## config.mk

```make
export PLATFORM = sky130hd
export DESIGN_NAME = cmc_core
export DESIGN_NICKNAME = d
export VERILOG_FILES = /design/src/design/cmc_pkg.sv /design/src/design/cmc_core.sv
export SDC_FILE = /design/constraint.sdc
export NUM_CORES = 2
export LEC_CHECK = 0
export BUFFER_PORTS_ARGS = -buffer_cell sky130_fd_sc_hd__buf_2
export CAP_MARGIN = 10
export CORE_MARGIN = 2
export CORE_UTILIZATION = 68
export CTS_BUF_LIST = sky130_fd_sc_hd__clkbuf_8
export DETAILED_ROUTE_END_ITERATION = 6
export PLACE_DENSITY = 0.95
export SLEW_MARGIN = 20
export SYNTH_ARGS = -nofsm -noshare
export SYNTH_HDL_FRONTEND = slang
export SYNTH_SLANG_ARGS = --single-unit
```

## constraint.sdc

```tcl
create_clock -name clk_i -period 35.9 [get_ports clk_i]
set_clock_uncertainty 0.2 [all_clocks]
set_input_delay 8.975 -clock clk_i [delete_from_list [all_inputs] [get_ports clk_i]]
set_output_delay 8.975 -clock clk_i [all_outputs]
set_load 0.03 [all_outputs]
```

## src/design/cmc_pkg.sv

```systemverilog
// Package of constants for the computational mode control block
package cmc_pkg;

   // ---------------------------------------------------------------
   // Register offsets (byte addresses)
   // ---------------------------------------------------------------
   localparam logic [3:0] CMC_OFF_MODE   = 4'h0; // mode_status_reg
   localparam logic [3:0] CMC_OFF_ICTL   = 4'h4; // interrupt_control_reg
   localparam logic [3:0] CMC_OFF_ARITH_STATUS_REG  = 4'h8; // arith_status_reg
   localparam logic [3:0] CMC_OFF_IRQST  = 4'hc; // event status, read clears
   localparam logic [3:0] CMC_OFF_IRQMSK = 4'h0; // event mask, bank 1
   localparam logic       CMC_BANK_MAIN  = 1'b0;
   localparam logic       CMC_BANK_AUX   = 1'b1;

   // ---------------------------------------------------------------
   // Field positions
   // ---------------------------------------------------------------
   localparam int CMC_MODE_STICKY_BIT = 2; // overflow_sticky_select
   localparam int CMC_MODE_SAT_BIT    = 3; // result_saturate_enable
   localparam int CMC_MODE_INT_BIT    = 4; // integer product mode
   localparam int CMC_ICTL_BIAS_BIT   = 7; // biased rounding
   localparam int CMC_AST_ZERO_BIT    = 0;
   localparam int CMC_AST_NEG_BIT     = 1;
   localparam int CMC_AST_OVF_BIT     = 2; // alu_overflow_flag
   localparam int CMC_AST_CARRY_BIT   = 3; // alu_carry_flag

   // ---------------------------------------------------------------
   // Reset values and constants
   // ---------------------------------------------------------------
   localparam logic [15:0] CMC_MODE_RST  = 16'h0000;
   localparam logic [15:0] CMC_ICTL_RST  = 16'h0000;
   localparam logic [3:0]  CMC_ARITH_STATUS_REG_RST = 4'h0;
   localparam logic [15:0] CMC_SAT_POS   = 16'h7fff;
   localparam logic [15:0] CMC_SAT_NEG   = 16'h8000;
   localparam logic [15:0] CMC_MIDPOINT  = 16'h8000;
   localparam logic [39:0] CMC_RND_ADD   = 40'h0000008000;
   localparam int          CMC_NUM_EVT   = 3; // overflow, carry, midpoint

   // ALU operation codes
   typedef enum logic [2:0] {
      CMC_OP_ADD  = 3'h0,
      CMC_OP_ADDC = 3'h1,
      CMC_OP_SUB  = 3'h2,
      CMC_OP_AND  = 3'h3,
      CMC_OP_OR   = 3'h4,
      CMC_OP_XOR  = 3'h5,
      CMC_OP_PASS = 3'h6,
      CMC_OP_NOT  = 3'h7
   } cmc_aluop_e;

   // Shifter operation codes
   typedef enum logic [1:0] {
      CMC_SH_LSL = 2'h0,
      CMC_SH_LSR = 2'h1,
      CMC_SH_ASL = 2'h2,
      CMC_SH_ASR = 2'h3
   } cmc_shop_e;

endpackage

```

## src/design/cmc_core.sv

```systemverilog
// Computational mode control: ALU saturation/overflow, MAC format, rounding
//
// The register offsets and the Wishbone register port were decided locally.
`timescale 1ns/1ps
// Operation
// [RL1] Integer product mode: no left shift, 32.0 result in middle and low words.
// [RL2] Mode bit 2 selects overflow flag non-sticky (0) or sticky (1).
// [RL3] Non-sticky: overflow flag clears on next non-overflowing ALU op or clear.
// [RL4] Sticky: overflow flag holds until software clears it explicitly.
// [RL5] Mode bit 3 enables saturation of signed ALU results.
// [RL6] Saturation off: ALU result written unchanged despite overflow.
// [RL7] Saturation on: overflow gives 0x7FFF if carry 0, 0x8000 if carry 1.
// [RL8] Saturation only for result register; feedback register wraps.
// [RL9] Mode bit 4 selects fractional 1.15 (0) or integer 16.0 (1) multiply.
// [RL10] Fractional: sign-extend product, shift left one, LSB zero.
// [RL11] Fractional result 1.31 in middle/low words; high word for accumulation.
// [RL12] Product added to or subtracted from 40-bit accumulator.
// [RL13] Control bit 7 selects unbiased (0) or biased (1) rounding.
// [RL14] Rounding at bit 15/16 boundary, carry reaches high word.
// [RL15] Unbiased: add one at bit 15, force bit 16 zero at exact midpoint.
// [RL16] Logical shifts unsigned, arithmetic shifts two's complement.
// [RL17] Biased: midpoint always rounds up; else as unbiased.
// [RL18] Status flags latched at end of cycle, visible next cycle.
// [RL19] Mode bit writes take effect from the next instruction.
module cmc_core
   import cmc_pkg::*;
#(
   parameter int DW = 16,
   parameter int AW = 40
) (
   input wire logic clk_i,
   input wire logic rst_i,
   input wire logic ce_i,
   // Wishbone slave
   input wire logic wb_cyc_i,
   input wire logic wb_stb_i,
   input wire logic wb_we_i,
   input wire logic [4:0] wb_adr_i,
   input wire logic [3:0] wb_sel_i,
   input wire logic [31:0] wb_dat_i,
   output logic [31:0] wb_dat_o,
   output logic wb_ack_o,
   output logic irq_o,
   // ALU instruction
   input wire logic alu_go_i,
   input wire logic [2:0] alu_op_i,
   input wire logic alu_to_fb_i,
   input wire logic alu_y_fb_i,
   input wire logic [DW-1:0] alu_x_i,
   input wire logic [DW-1:0] alu_y_i,
   // Multiplier instruction
   input wire logic mac_go_i,
   input wire logic mac_sub_i,
   input wire logic mac_clr_i,
   input wire logic mac_rnd_i,
   input wire logic mac_x_signed_i,
   input wire logic mac_y_signed_i,
   input wire logic [DW-1:0] mac_x_i,
   input wire logic [DW-1:0] mac_y_i,
   // Shifter instruction
   input wire logic sh_go_i,
   input wire logic [1:0] sh_op_i,
   input wire logic [4:0] sh_amt_i,
   input wire logic [DW-1:0] sh_x_i,
   // Results
   output logic [DW-1:0] alu_result_reg_o,
   output logic [DW-1:0] alu_feedback_reg_o,
   output logic [7:0] sum_high_byte_o,
   output logic [DW-1:0] sum_mid_word_o,
   output logic [DW-1:0] sum_low_word_o,
   output logic [2*DW-1:0] shifter_result_pair_o,
   output logic [3:0] arith_status_o
);

   // ---------------------------------------------------------------
   // State
   // ---------------------------------------------------------------
   typedef struct packed {
      logic [15:0] mode;
      logic [15:0] ictl;
      logic [3:0] arith_status_reg;
      logic [DW-1:0] ar;
      logic [DW-1:0] af;
      logic [AW-1:0] acc;
      logic [2*DW-1:0] shr;
      logic [CMC_NUM_EVT-1:0] evt;
      logic [CMC_NUM_EVT-1:0] msk;
      logic [31:0] rdat;
      logic ack;
   } cmc_state_s;

   cmc_state_s st_r;
   cmc_state_s st_nxt;

   // ---------------------------------------------------------------
   // Combinational datapath
   // ---------------------------------------------------------------
   logic [DW:0] alu_sum;
   logic [DW-1:0] alu_yop;
   logic [DW-1:0] alu_out;
   logic [DW-1:0] ar_val;
   logic alu_arith;
   logic alu_ovf;
   logic alu_cry;
   logic [2*DW-1:0] prod;
   logic [AW-1:0] prod_ext;
   logic [AW-1:0] acc_sum;
   logic [AW-1:0] acc_rnd;
   logic [2*DW-1:0] sh_res;
   logic at_mid;
   logic wb_req;
   logic wr_bus;
   logic rd_bus;
   logic [3:0] reg_idx;
   logic bank;

   // ALU core: sum with carry-out and two's complement overflow
   always_comb begin
      alu_yop = alu_y_fb_i ? st_r.af : alu_y_i;
      alu_sum = {1'b0, alu_x_i} + {1'b0, alu_yop};
      alu_out = alu_sum[DW-1:0];
      alu_arith = 1'b1;
      alu_ovf = 1'b0;
      alu_cry = 1'b0;
      unique case (cmc_aluop_e'(alu_op_i))
         CMC_OP_ADD: begin
            alu_sum = {1'b0, alu_x_i} + {1'b0, alu_yop};
         end
         CMC_OP_ADDC: begin
            alu_sum = {1'b0, alu_x_i} + {1'b0, alu_yop}
               + {{DW{1'b0}}, st_r.arith_status_reg[CMC_AST_CARRY_BIT]};
         end
         CMC_OP_SUB: begin
            alu_sum = {1'b0, alu_x_i} + {1'b0, ~alu_yop} + {{DW{1'b0}}, 1'b1};
         end
         default: begin
            alu_arith = 1'b0;
         end
      endcase
      if (alu_arith) begin
         alu_out = alu_sum[DW-1:0];
         alu_cry = alu_sum[DW];
         alu_ovf = (alu_x_i[DW-1] == (alu_op_i == CMC_OP_SUB ? ~alu_yop[DW-1]
            : alu_yop[DW-1])) && (alu_out[DW-1] != alu_x_i[DW-1]);
      end else begin
         unique case (cmc_aluop_e'(alu_op_i))
            CMC_OP_AND: alu_out = alu_x_i & alu_yop;
            CMC_OP_OR: alu_out = alu_x_i | alu_yop;
            CMC_OP_XOR: alu_out = alu_x_i ^ alu_yop;
            CMC_OP_PASS: alu_out = alu_x_i;
            default: alu_out = ~alu_x_i;
         endcase
      end
      // [RL5] Saturation per mode
      // [RL6] Unchanged when saturation off
      // [RL7] Clamp by carry sign
      ar_val = alu_out;
      if (st_r.mode[CMC_MODE_SAT_BIT] && alu_ovf) begin
         ar_val = alu_cry ? CMC_SAT_NEG : CMC_SAT_POS;
      end
   end

   // Multiplier, format adjust, accumulate and round
   always_comb begin
      logic signed [DW:0] xs;
      logic signed [DW:0] ys;
      logic signed [2*DW+1:0] pw;
      xs = {mac_x_signed_i & mac_x_i[DW-1], mac_x_i};
      ys = {mac_y_signed_i & mac_y_i[DW-1], mac_y_i};
      pw = xs * ys;
      prod = pw[2*DW-1:0];
      // [RL9] Mode bit selects format
      if (st_r.mode[CMC_MODE_INT_BIT]) begin
         // [RL1] Integer: no shift
         prod_ext = {{(AW-2*DW){prod[2*DW-1]}}, prod};
      end else begin
         // [RL10] Fractional: sign extend, shift one
         // [RL11] 1.31 lands in mid and low
         prod_ext = {{(AW-2*DW-1){prod[2*DW-1]}}, prod, 1'b0};
      end
      // [RL12] 40-bit add or subtract
      if (mac_clr_i) begin
         acc_sum = mac_sub_i ? -prod_ext : prod_ext;
      end else begin
         acc_sum = mac_sub_i ? st_r.acc - prod_ext : st_r.acc + prod_ext;
      end
      // [RL14] Round at bit 15/16
      at_mid = (acc_sum[DW-1:0] == CMC_MIDPOINT);
      acc_rnd = acc_sum + CMC_RND_ADD;
      // [RL13] Bias select
      // [RL15] Unbiased forces bit 16 low at midpoint
      // [RL17] Biased keeps round-up at midpoint
      if (at_mid && !st_r.ictl[CMC_ICTL_BIAS_BIT]) begin
         acc_rnd[DW] = 1'b0;
      end
   end

   // [RL16] Logical shifts unsigned, arithmetic signed
   always_comb begin
      logic [2*DW-1:0] ext;
      ext = {{DW{1'b0}}, sh_x_i};
      unique case (cmc_shop_e'(sh_op_i))
         CMC_SH_LSL: sh_res = ext << sh_amt_i;
         CMC_SH_LSR: sh_res = ext >> sh_amt_i;
         CMC_SH_ASL: sh_res = {{DW{sh_x_i[DW-1]}}, sh_x_i} << sh_amt_i;
         default: sh_res = $signed({{DW{sh_x_i[DW-1]}}, sh_x_i}) >>> sh_amt_i;
      endcase
   end

   // Bus decode
   assign wb_req = wb_cyc_i && wb_stb_i && !st_r.ack;
   assign wr_bus = wb_req && wb_we_i;
   assign rd_bus = wb_req && !wb_we_i;
   assign reg_idx = wb_adr_i[3:0];
   assign bank = wb_adr_i[4];

   // ---------------------------------------------------------------
   // Next state
   // ---------------------------------------------------------------
   always_comb begin
      logic [CMC_NUM_EVT-1:0] ev;
      st_nxt = st_r;
      ev = '0;
      st_nxt.ack = wb_req;
      // ALU writeback and flags
      if (alu_go_i) begin
         // [RL8] Feedback register wraps
         if (alu_to_fb_i) begin
            st_nxt.af = alu_out;
         end else begin
            st_nxt.ar = ar_val;
         end
         // [RL18] Flags latched this cycle
         st_nxt.arith_status_reg[CMC_AST_ZERO_BIT] = (ar_val == '0);
         st_nxt.arith_status_reg[CMC_AST_NEG_BIT] = ar_val[DW-1];
         st_nxt.arith_status_reg[CMC_AST_CARRY_BIT] = alu_cry;
         // [RL2] Sticky select
         // [RL3] Non-sticky clears on clean op
         // [RL4] Sticky holds
         if (alu_ovf) begin
            st_nxt.arith_status_reg[CMC_AST_OVF_BIT] = 1'b1;
         end else if (!st_r.mode[CMC_MODE_STICKY_BIT]) begin
            st_nxt.arith_status_reg[CMC_AST_OVF_BIT] = 1'b0;
         end
         ev[0] = alu_ovf;
         ev[1] = alu_cry;
      end
      if (mac_go_i) begin
         st_nxt.acc = mac_rnd_i ? acc_rnd : acc_sum;
         ev[2] = mac_rnd_i && at_mid;
      end
      if (sh_go_i) begin
         st_nxt.shr = sh_res;
      end
      // [RL19] Mode writes land after this cycle
      if (wr_bus && bank == CMC_BANK_MAIN) begin
         unique case (reg_idx)
            CMC_OFF_MODE: begin
               if (wb_sel_i[0]) st_nxt.mode[7:0] = wb_dat_i[7:0];
               if (wb_sel_i[1]) st_nxt.mode[15:8] = wb_dat_i[15:8];
            end
            CMC_OFF_ICTL: begin
               if (wb_sel_i[0]) st_nxt.ictl[7:0] = wb_dat_i[7:0];
               if (wb_sel_i[1]) st_nxt.ictl[15:8] = wb_dat_i[15:8];
            end
            CMC_OFF_ARITH_STATUS_REG: begin
               // [RL3] Explicit clear; a same-cycle ALU overflow still wins
               if (wb_sel_i[0]) st_nxt.arith_status_reg = wb_dat_i[3:0] | (alu_go_i ?
                  {1'b0, alu_ovf, 2'b00} : 4'h0);
            end
            default: begin
            end
         endcase
      end
      if (wr_bus && bank == CMC_BANK_AUX && reg_idx == CMC_OFF_IRQMSK && wb_sel_i[0]) begin
         st_nxt.msk = wb_dat_i[CMC_NUM_EVT-1:0];
      end
      // Read data; status read clears, new events win
      st_nxt.rdat = '0;
      if (rd_bus) begin
         if (bank == CMC_BANK_AUX) begin
            if (reg_idx == CMC_OFF_IRQMSK) st_nxt.rdat = {29'h0, st_r.msk};
         end else begin
            unique case (reg_idx)
               CMC_OFF_MODE: st_nxt.rdat = {16'h0, st_r.mode};
               CMC_OFF_ICTL: st_nxt.rdat = {16'h0, st_r.ictl};
               CMC_OFF_ARITH_STATUS_REG: st_nxt.rdat = {28'h0, st_r.arith_status_reg};
               CMC_OFF_IRQST: st_nxt.rdat = {29'h0, st_r.evt};
               default: st_nxt.rdat = '0;
            endcase
            if (reg_idx == CMC_OFF_IRQST) st_nxt.evt = '0;
         end
      end
      st_nxt.evt = st_nxt.evt | ev;
   end

   // ---------------------------------------------------------------
   // Registers
   // ---------------------------------------------------------------
   always_ff @(posedge clk_i) begin
      if (rst_i) begin
         st_r <= '{mode: CMC_MODE_RST, ictl: CMC_ICTL_RST, arith_status_reg: CMC_ARITH_STATUS_REG_RST,
            default: '0};
      end else if (ce_i) begin
         st_r <= st_nxt;
      end
   end

   // Outputs
   assign wb_ack_o = st_r.ack;
   assign wb_dat_o = st_r.rdat;
   assign irq_o = |(st_r.evt & st_r.msk);
   assign alu_result_reg_o = st_r.ar;
   assign alu_feedback_reg_o = st_r.af;
   assign sum_high_byte_o = st_r.acc[AW-1:2*DW];
   assign sum_mid_word_o = st_r.acc[2*DW-1:DW];
   assign sum_low_word_o = st_r.acc[DW-1:0];
   assign shifter_result_pair_o = st_r.shr;
   assign arith_status_o = st_r.arith_status_reg;

endmodule

```

== Yosys cells after proc, flatten, opt, wreduce, memory -nomap -nowiden ==
Index checks and enable logic that the tools add are counted.

* Flip-flop bits (word level): 179
* Bits of input ports: 147
* Output and inout bits: 142

* $add $sub $neg: 8
* Multiply operators: 1
* Eq/ne operators: 14
* Shifts and indexed selects: 4
* Muxes and demuxes: 35
* Bitwise gates (word level): 13
* Reduce and logical (&&, ||, !) cells: 30

{| class="wikitable"
|+ Operators with widths
! operator !! count
|-
| $mux 40 || 4
|-
| $pmux 16 s4 || 2
|-
| $mux 16 || 6
|-
| $mux 32 || 3
|-
| $pmux 32 s3 || 1
|-
| $add 40x16->40 const B || 1
|-
| $add 40x40->40 || 1
|-
| $neg 40->40 || 1
|-
| $sub 40x40->40 || 1
|-
| $mux 36 || 1
|-
| $add 16x16->17 || 2
|-
| $pmux 17 s2 || 1
|-
| $mul 17x17->32 || 1
|-
| $not 16->16 || 2
|-
| $shl 16x5->32 || 1
|-
| $shl 32x5->32 || 1
|-
| $shr 16x5->32 || 1
|-
| $sshr 16x5->32 || 1
|-
| $add 17x1->17 || 1
|-
| $add 17x1->17 const B || 1
|-
| $and 16x16->16 || 1
|-
| $eq 16x16->1 const B || 1
|-
| $logic_not 16->1 || 1
|-
| $or 16x16->16 || 1
|-
| 28 further kinds || 68
|}

== Longest topological paths before layout ==
* Depth in word-level cells: 15
* Depth in mapped cells: 43
* Gate-level depth less buffers: 39

== Least setup slack after synthesis ==
No wires, ideal clock.

* Path type: input to register
* Start: input port mac_y_i[15]
* End: register st_r, in the netlist sum_high_byte_o[1]
* Setup time: 62 ps
* Arrival time: 18239 ps
* Data required time: 35638 ps
* Slack: 17399 ps
* Cell stages on the path: 38
* Path buffers: 4
* Cell sequence: clkbuf_1 nand2_1 or2_2 fa_1 fa_1 inv_1 fa_1 fa_1 fa_1 inv_1 fa_1 inv_1 ha_1 buf_2 a21o_1 or2_2 a2111o_1 nand4_1 (+2 left out) nand2_1 clkbuf_1 o21ai_0 xnor2_1 ha_1 clkbuf_1 a21o_1 a21o_1 a21oi_1 o311ai_0 a22oi_1 o21bai_1 a21oi_1 xor2_1 o32ai_2 or4b_4 or3_1 nand3_1

* Cells in the longest elaborated chain, start to end: 8
* Elaborated cells on any way between the ends: 11

{| class="wikitable"
|+ Ends and longest elaborated chain
! what !! line !! text
|-
| start: declaration || cmc_core.sv:59 || <nowiki>input wire logic [DW-1:0] mac_y_i,</nowiki>
|-
| $and 1x1->1 || cmc_core.sv:169 || <nowiki>ys = {mac_y_signed_i & mac_y_i[DW-1], mac_y_i};</nowiki>
|-
| $mul 17x17->32 (*) || cmc_core.sv:170 || <nowiki>pw = xs * ys;</nowiki>
|-
| $mux 32 || cmc_core.sv:173 || <nowiki>if (st_r.mode[CMC_MODE_INT_BIT]) begin</nowiki>
|-
| $add 40x40->40, or another cell as far along || cmc_core.sv:185 || <nowiki>acc_sum = mac_sub_i ? st_r.acc - prod_ext : st_r.acc + prod_ext;</nowiki>
|-
| $mux 40 (on tied branches) || cmc_core.sv:185, cmc_core.sv:183 ||
|-
| $mux 40 (*) || cmc_core.sv:182 || <nowiki>if (mac_clr_i) begin</nowiki>
|-
| $add 40x16->40 || cmc_core.sv:189 || <nowiki>acc_rnd = acc_sum + CMC_RND_ADD;</nowiki>
|-
| $mux 40 (*) || cmc_core.sv:249 || <nowiki>st_nxt.acc = mac_rnd_i ? acc_rnd : acc_sum;</nowiki>
|-
| end signal: assignment || cmc_core.sv:302 || <nowiki>st_r <= '{mode: CMC_MODE_RST, ictl: CMC_ICTL_RST, arith_status_reg: CMC_ARITH_STATUS_REG_RST,</nowiki>
|-
| end signal: assignment || cmc_core.sv:305 || <nowiki>st_r <= st_nxt;</nowiki>
|-
| end: declaration || cmc_core.sv:92 || <nowiki>cmc_state_s st_r;</nowiki>
|}

Mark *: on every way between the ends. The rest lies on a longest branch, timed or not.
A chain may end at the register's enable or synchronous reset.

== Final worst setup path ==
* Start: input port mac_y_i[15]
* End: register st_r, in the netlist sum_high_byte_o[5]

Same word-level chain as after synthesis.

==> out/metrics.csv <==
stage;metric;value;unit
critical_path;Setup crit start kind;input port;
cts;CTS Hold Bufs;0;
detailed_routing;DRT antenna net count;0;
grt;global-route wire length before repair;131;mm
timing;Final Hold Viols;0;
logic_synthesis;largest family of logic cells by synthesized area;adder cells;
logic_synthesis;ranking of synthesized cells by area;fa_1 20%, dfxtp_1 11%, ha_1 8.0%;
place;dpl hpwl;62.0;mm
critical_path;CP max FO;19;
detailed_routing;drt first pass iters;7;
logic_synthesis;Distinct cells, synth;109;
floorplan;Die ar.;44700;um2
cts;Worst-path clk slew;0.09;ns
floorplan;row cnt;75;
floorplan;core footprint;42200;um2
cts;CTS buffer count;17;
place;pre-CTS setup slack;15.76;ns
timing;post-route setup slack;15.96;ns
place;GPL Wtd Cong;0.976;
critical_path;CP Data Required Time;36.08;ns
layout;Area growth, synth to finish;2.10;%
logic_synthesis;mux cell area share after synthesis;0.0368;
critical_path;most frequent cell on the critical path;fa_1;
critical_path;Worst Setup SP;mac_y_i[15];
logic_synthesis;Post-synth top cells;425 x inv_1, 408 x nand2_1, 324 x nor2_1;
timing;minimum clock period;19.94;ns
timing;final period utilization;0.555;
worst_hold_path;hold path cells;2;
detailed_routing;DR WL/cell;18.3;um
cts;worst skew pair latency;0.50;ns
timing;Slew @ Worst Pin;1.12;ns
worst_hold_path;min-delay src;st_r[170];
critical_path;Slowest cell on crit path;fa_1;
timing;final setup TNS;0;ns
detailed_routing;1st-iter DRT viols;2848;
detailed_routing;vias;27816;
critical_path;worst reg2reg startpoint;st_r[167];
cts;CTS tree;done;
grt;vias in the first global route;27461;
cts;clock sinks;163;
logic_synthesis;Post-Synth XOR/XNOR Area;0.0443;
floorplan;IO Pins;289;
logic_synthesis;Synth Area in Adders;0.275;
floorplan;Die Ht;211;um
logic_synthesis;share of the yosys chip area belonging to registers;0.112;
layout;final-layout fill cell count;3225;
critical_path;family with the most delay on the worst path;adder cells;
critical_path;RR Endpoint;sum_high_byte_o[5];
floorplan;die width;211;um
logic_synthesis;Yosys reg bits;163;
detailed_routing;drt total wl;79.6;mm
timing;slew margin rel.;0.248;
worst_hold_path;Worst Hold Path EP;st_r[170];
logic_synthesis;EDFF count, synth;0;
layout;layout cell share with drive strength beyond 1;0.100;
detailed_routing;DRC Markers;3;
run;maxcap violations;0;
cts;cts repair resizes;0;
worst_hold_path;worst hold path type;reg2reg;
logic_synthesis;YS warnings;0;
critical_path;Data arrival, critical path;20.11;ns
logic_synthesis;synthesized area;29200;um2
timing;Final Max Slew Viols;0;
logic_synthesis;dominant synthesized flop cell;dfxtp_1;
layout;Final nets;4416;
critical_path;Worst Reg-to-Reg Cells;26;
critical_path;Setup crit end kind;flip-flop;
timing;Fmax;0.0502;GHz
place;port buffer count;254;
timing;RSZ-0062 raised after global routing;no;
cts;Post-CTS Setup Bufs;0;
grt;remaining global-route overflow;0;
run_status;failing checks;design-rule violations;
run_status;status;complete, but fails checks;
logic_synthesis;Synth area leader;fa_1;
logic_synthesis;Async S/R FF share, synth;0;
logic_synthesis;Simple-Gate Fraction of Synth Area;0.208;
cts;clock root cell;clkbuf_8;
floorplan;Starting Density;0.692;
timing;Setup-failing EPs final;0;
grt;gr usage total;0.357;
logic_synthesis;Syn Area/Cell;7.61;um2
critical_path;CP Buf/Inv Count;4;
logic_synthesis;cell count after synthesis;3844;
critical_path;WS Path Type;in2reg;
detailed_routing;Vias/cell;6.40;
logic_synthesis;complex-gate fraction of the synthesized area;0.206;
cts;Clock Tree Buf Depth;2;
layout;Util after Layout;0.707;
cts;depth of the CTS H-tree;4;
logic_synthesis;most common cell in the netlist;inv_1;
grt;initial antenna violation count;0;
critical_path;CP peak stage delay;0.56;ns
grt;largest net degree at the start of global routing;87;
critical_path;R2R Setup Slk;28.21;ns
logic_synthesis;area share of the largest cell type after synthesis;0.195;
stage by stage:
| stage | std cells | instance area [um2] | hold slack (ns) |
|---|---|---|---|
| finish | 4348 | 29800 | 0.258 |
| global route | 4347 | 29800 | 0.269 |
| CTS | 4347 | 29800 | 0.257 |
| detailed placement | 4317 | 29500 | 0.244 |
| global placement | 4317 | 29500 | 0.238 |
| floorplan | 3859 | 29300 | 0.229 |
worst register-to-register path, delay by kind of cell, from the launching register on:
kind	cells	cell delay [ns]
AO/OA/AOI/OAI	11	2.80
XOR/XNOR	2	0.38
adder cells (fa/ha/maj)	2	0.62
AND/OR/NAND/NOR	8	2.50
flip-flops	1	0.33
buffers and inverters	2	0.59
multiplexers	1	0.17
layer usage:
| metal | track usage | part of all wire | vias to the layer above |
|---|---|---|---|
| met5 | 0 | 0 | - |
| met4 | 0.179 | 0.050 | 0 |
| met3 | 0.0622 | 0.084 | 353 |
| met2 | 0.610 | 0.49 | 1495 |
| met1 | 0.434 | 0.38 | 13168 |
| li1 | - | - | 12800 |
cell usage in the layout (no fill, tap or decap), types with 37 or more instances in the layout:
| master | count |
|---|---|
| xnor2_1 | 85 |
| xor2_1 | 59 |
| nor3_1 | 61 |
| nand3_1 | 66 |
| fa_1 | 285 |
| o22ai_1 | 39 |
| mux2i_1 | 79 |
| a211oi_1 | 68 |
| inv_1 | 426 |
| nand2_1 | 408 |
| nor2_1 | 324 |
| a21o_1 | 37 |
| buf_2 | 253 |
| and2_1 | 158 |
| dfxtp_1 | 162 |
| o211ai_1 | 46 |
| ha_1 | 187 |
| o21ai_0 | 177 |
| a21oi_1 | 291 |
cell families (layout without fill, tap and decap cells):
logic type | after synthesis | after routing
xor gates and xnor gates | 146 | 146
buffers and inverters | 779 | 728
adders and majority gates | 472 | 472
other | 1 | 17
muxes | 101 | 101
AOI/OAI and AO/OA | 924 | 924
DFF | 163 | 163
and+or+nand+nor | 1258 | 1258
worst max-delay path by stage:
stage | depth (start not counted) | slack (ns) | endpoint
floorplan | 38 | 17.40 | sum_high_byte_o[1]
global placement | 36 | 16.02 | sum_high_byte_o[5]
detailed placement | 36 | 15.76 | sum_high_byte_o[5]
CTS | 36 | 16.22 | sum_high_byte_o[5]
global route | 36 | 15.40 | sum_high_byte_o[6]
finish | 36 | 15.96 | sum_high_byte_o[5]
final cells by class:
type,count,area [um2],share of cell area
Sequential cell,163,3260,0.109
Timing Repair Buffer,268,1380,0.0462
Clock inverter,11,80.1,0.00268
Inverter,430,1610,0.0541
Multi-Input combinational cell,2917,22600,0.756
Clock buffer,19,262,0.00876
Antenna cell,1,2.50,0.0000838
Tap cell,539,674,0.0226
state kept, by name, indices dropped and copies added (netlist names):
name                   flops
alu_feedback_reg_o        16
st_r                      38
wb_ack_o                   1
sum_high_byte_o            8
shifter_result_pair_o     32
arith_status_o             4
sum_low_word_o            16
sum_mid_word_o            16
alu_result_reg_o          16
wb_dat_o                  16
Power is not shown: default switching activity piles up to over one toggle a cycle in this logic, so the estimate is an artifact.
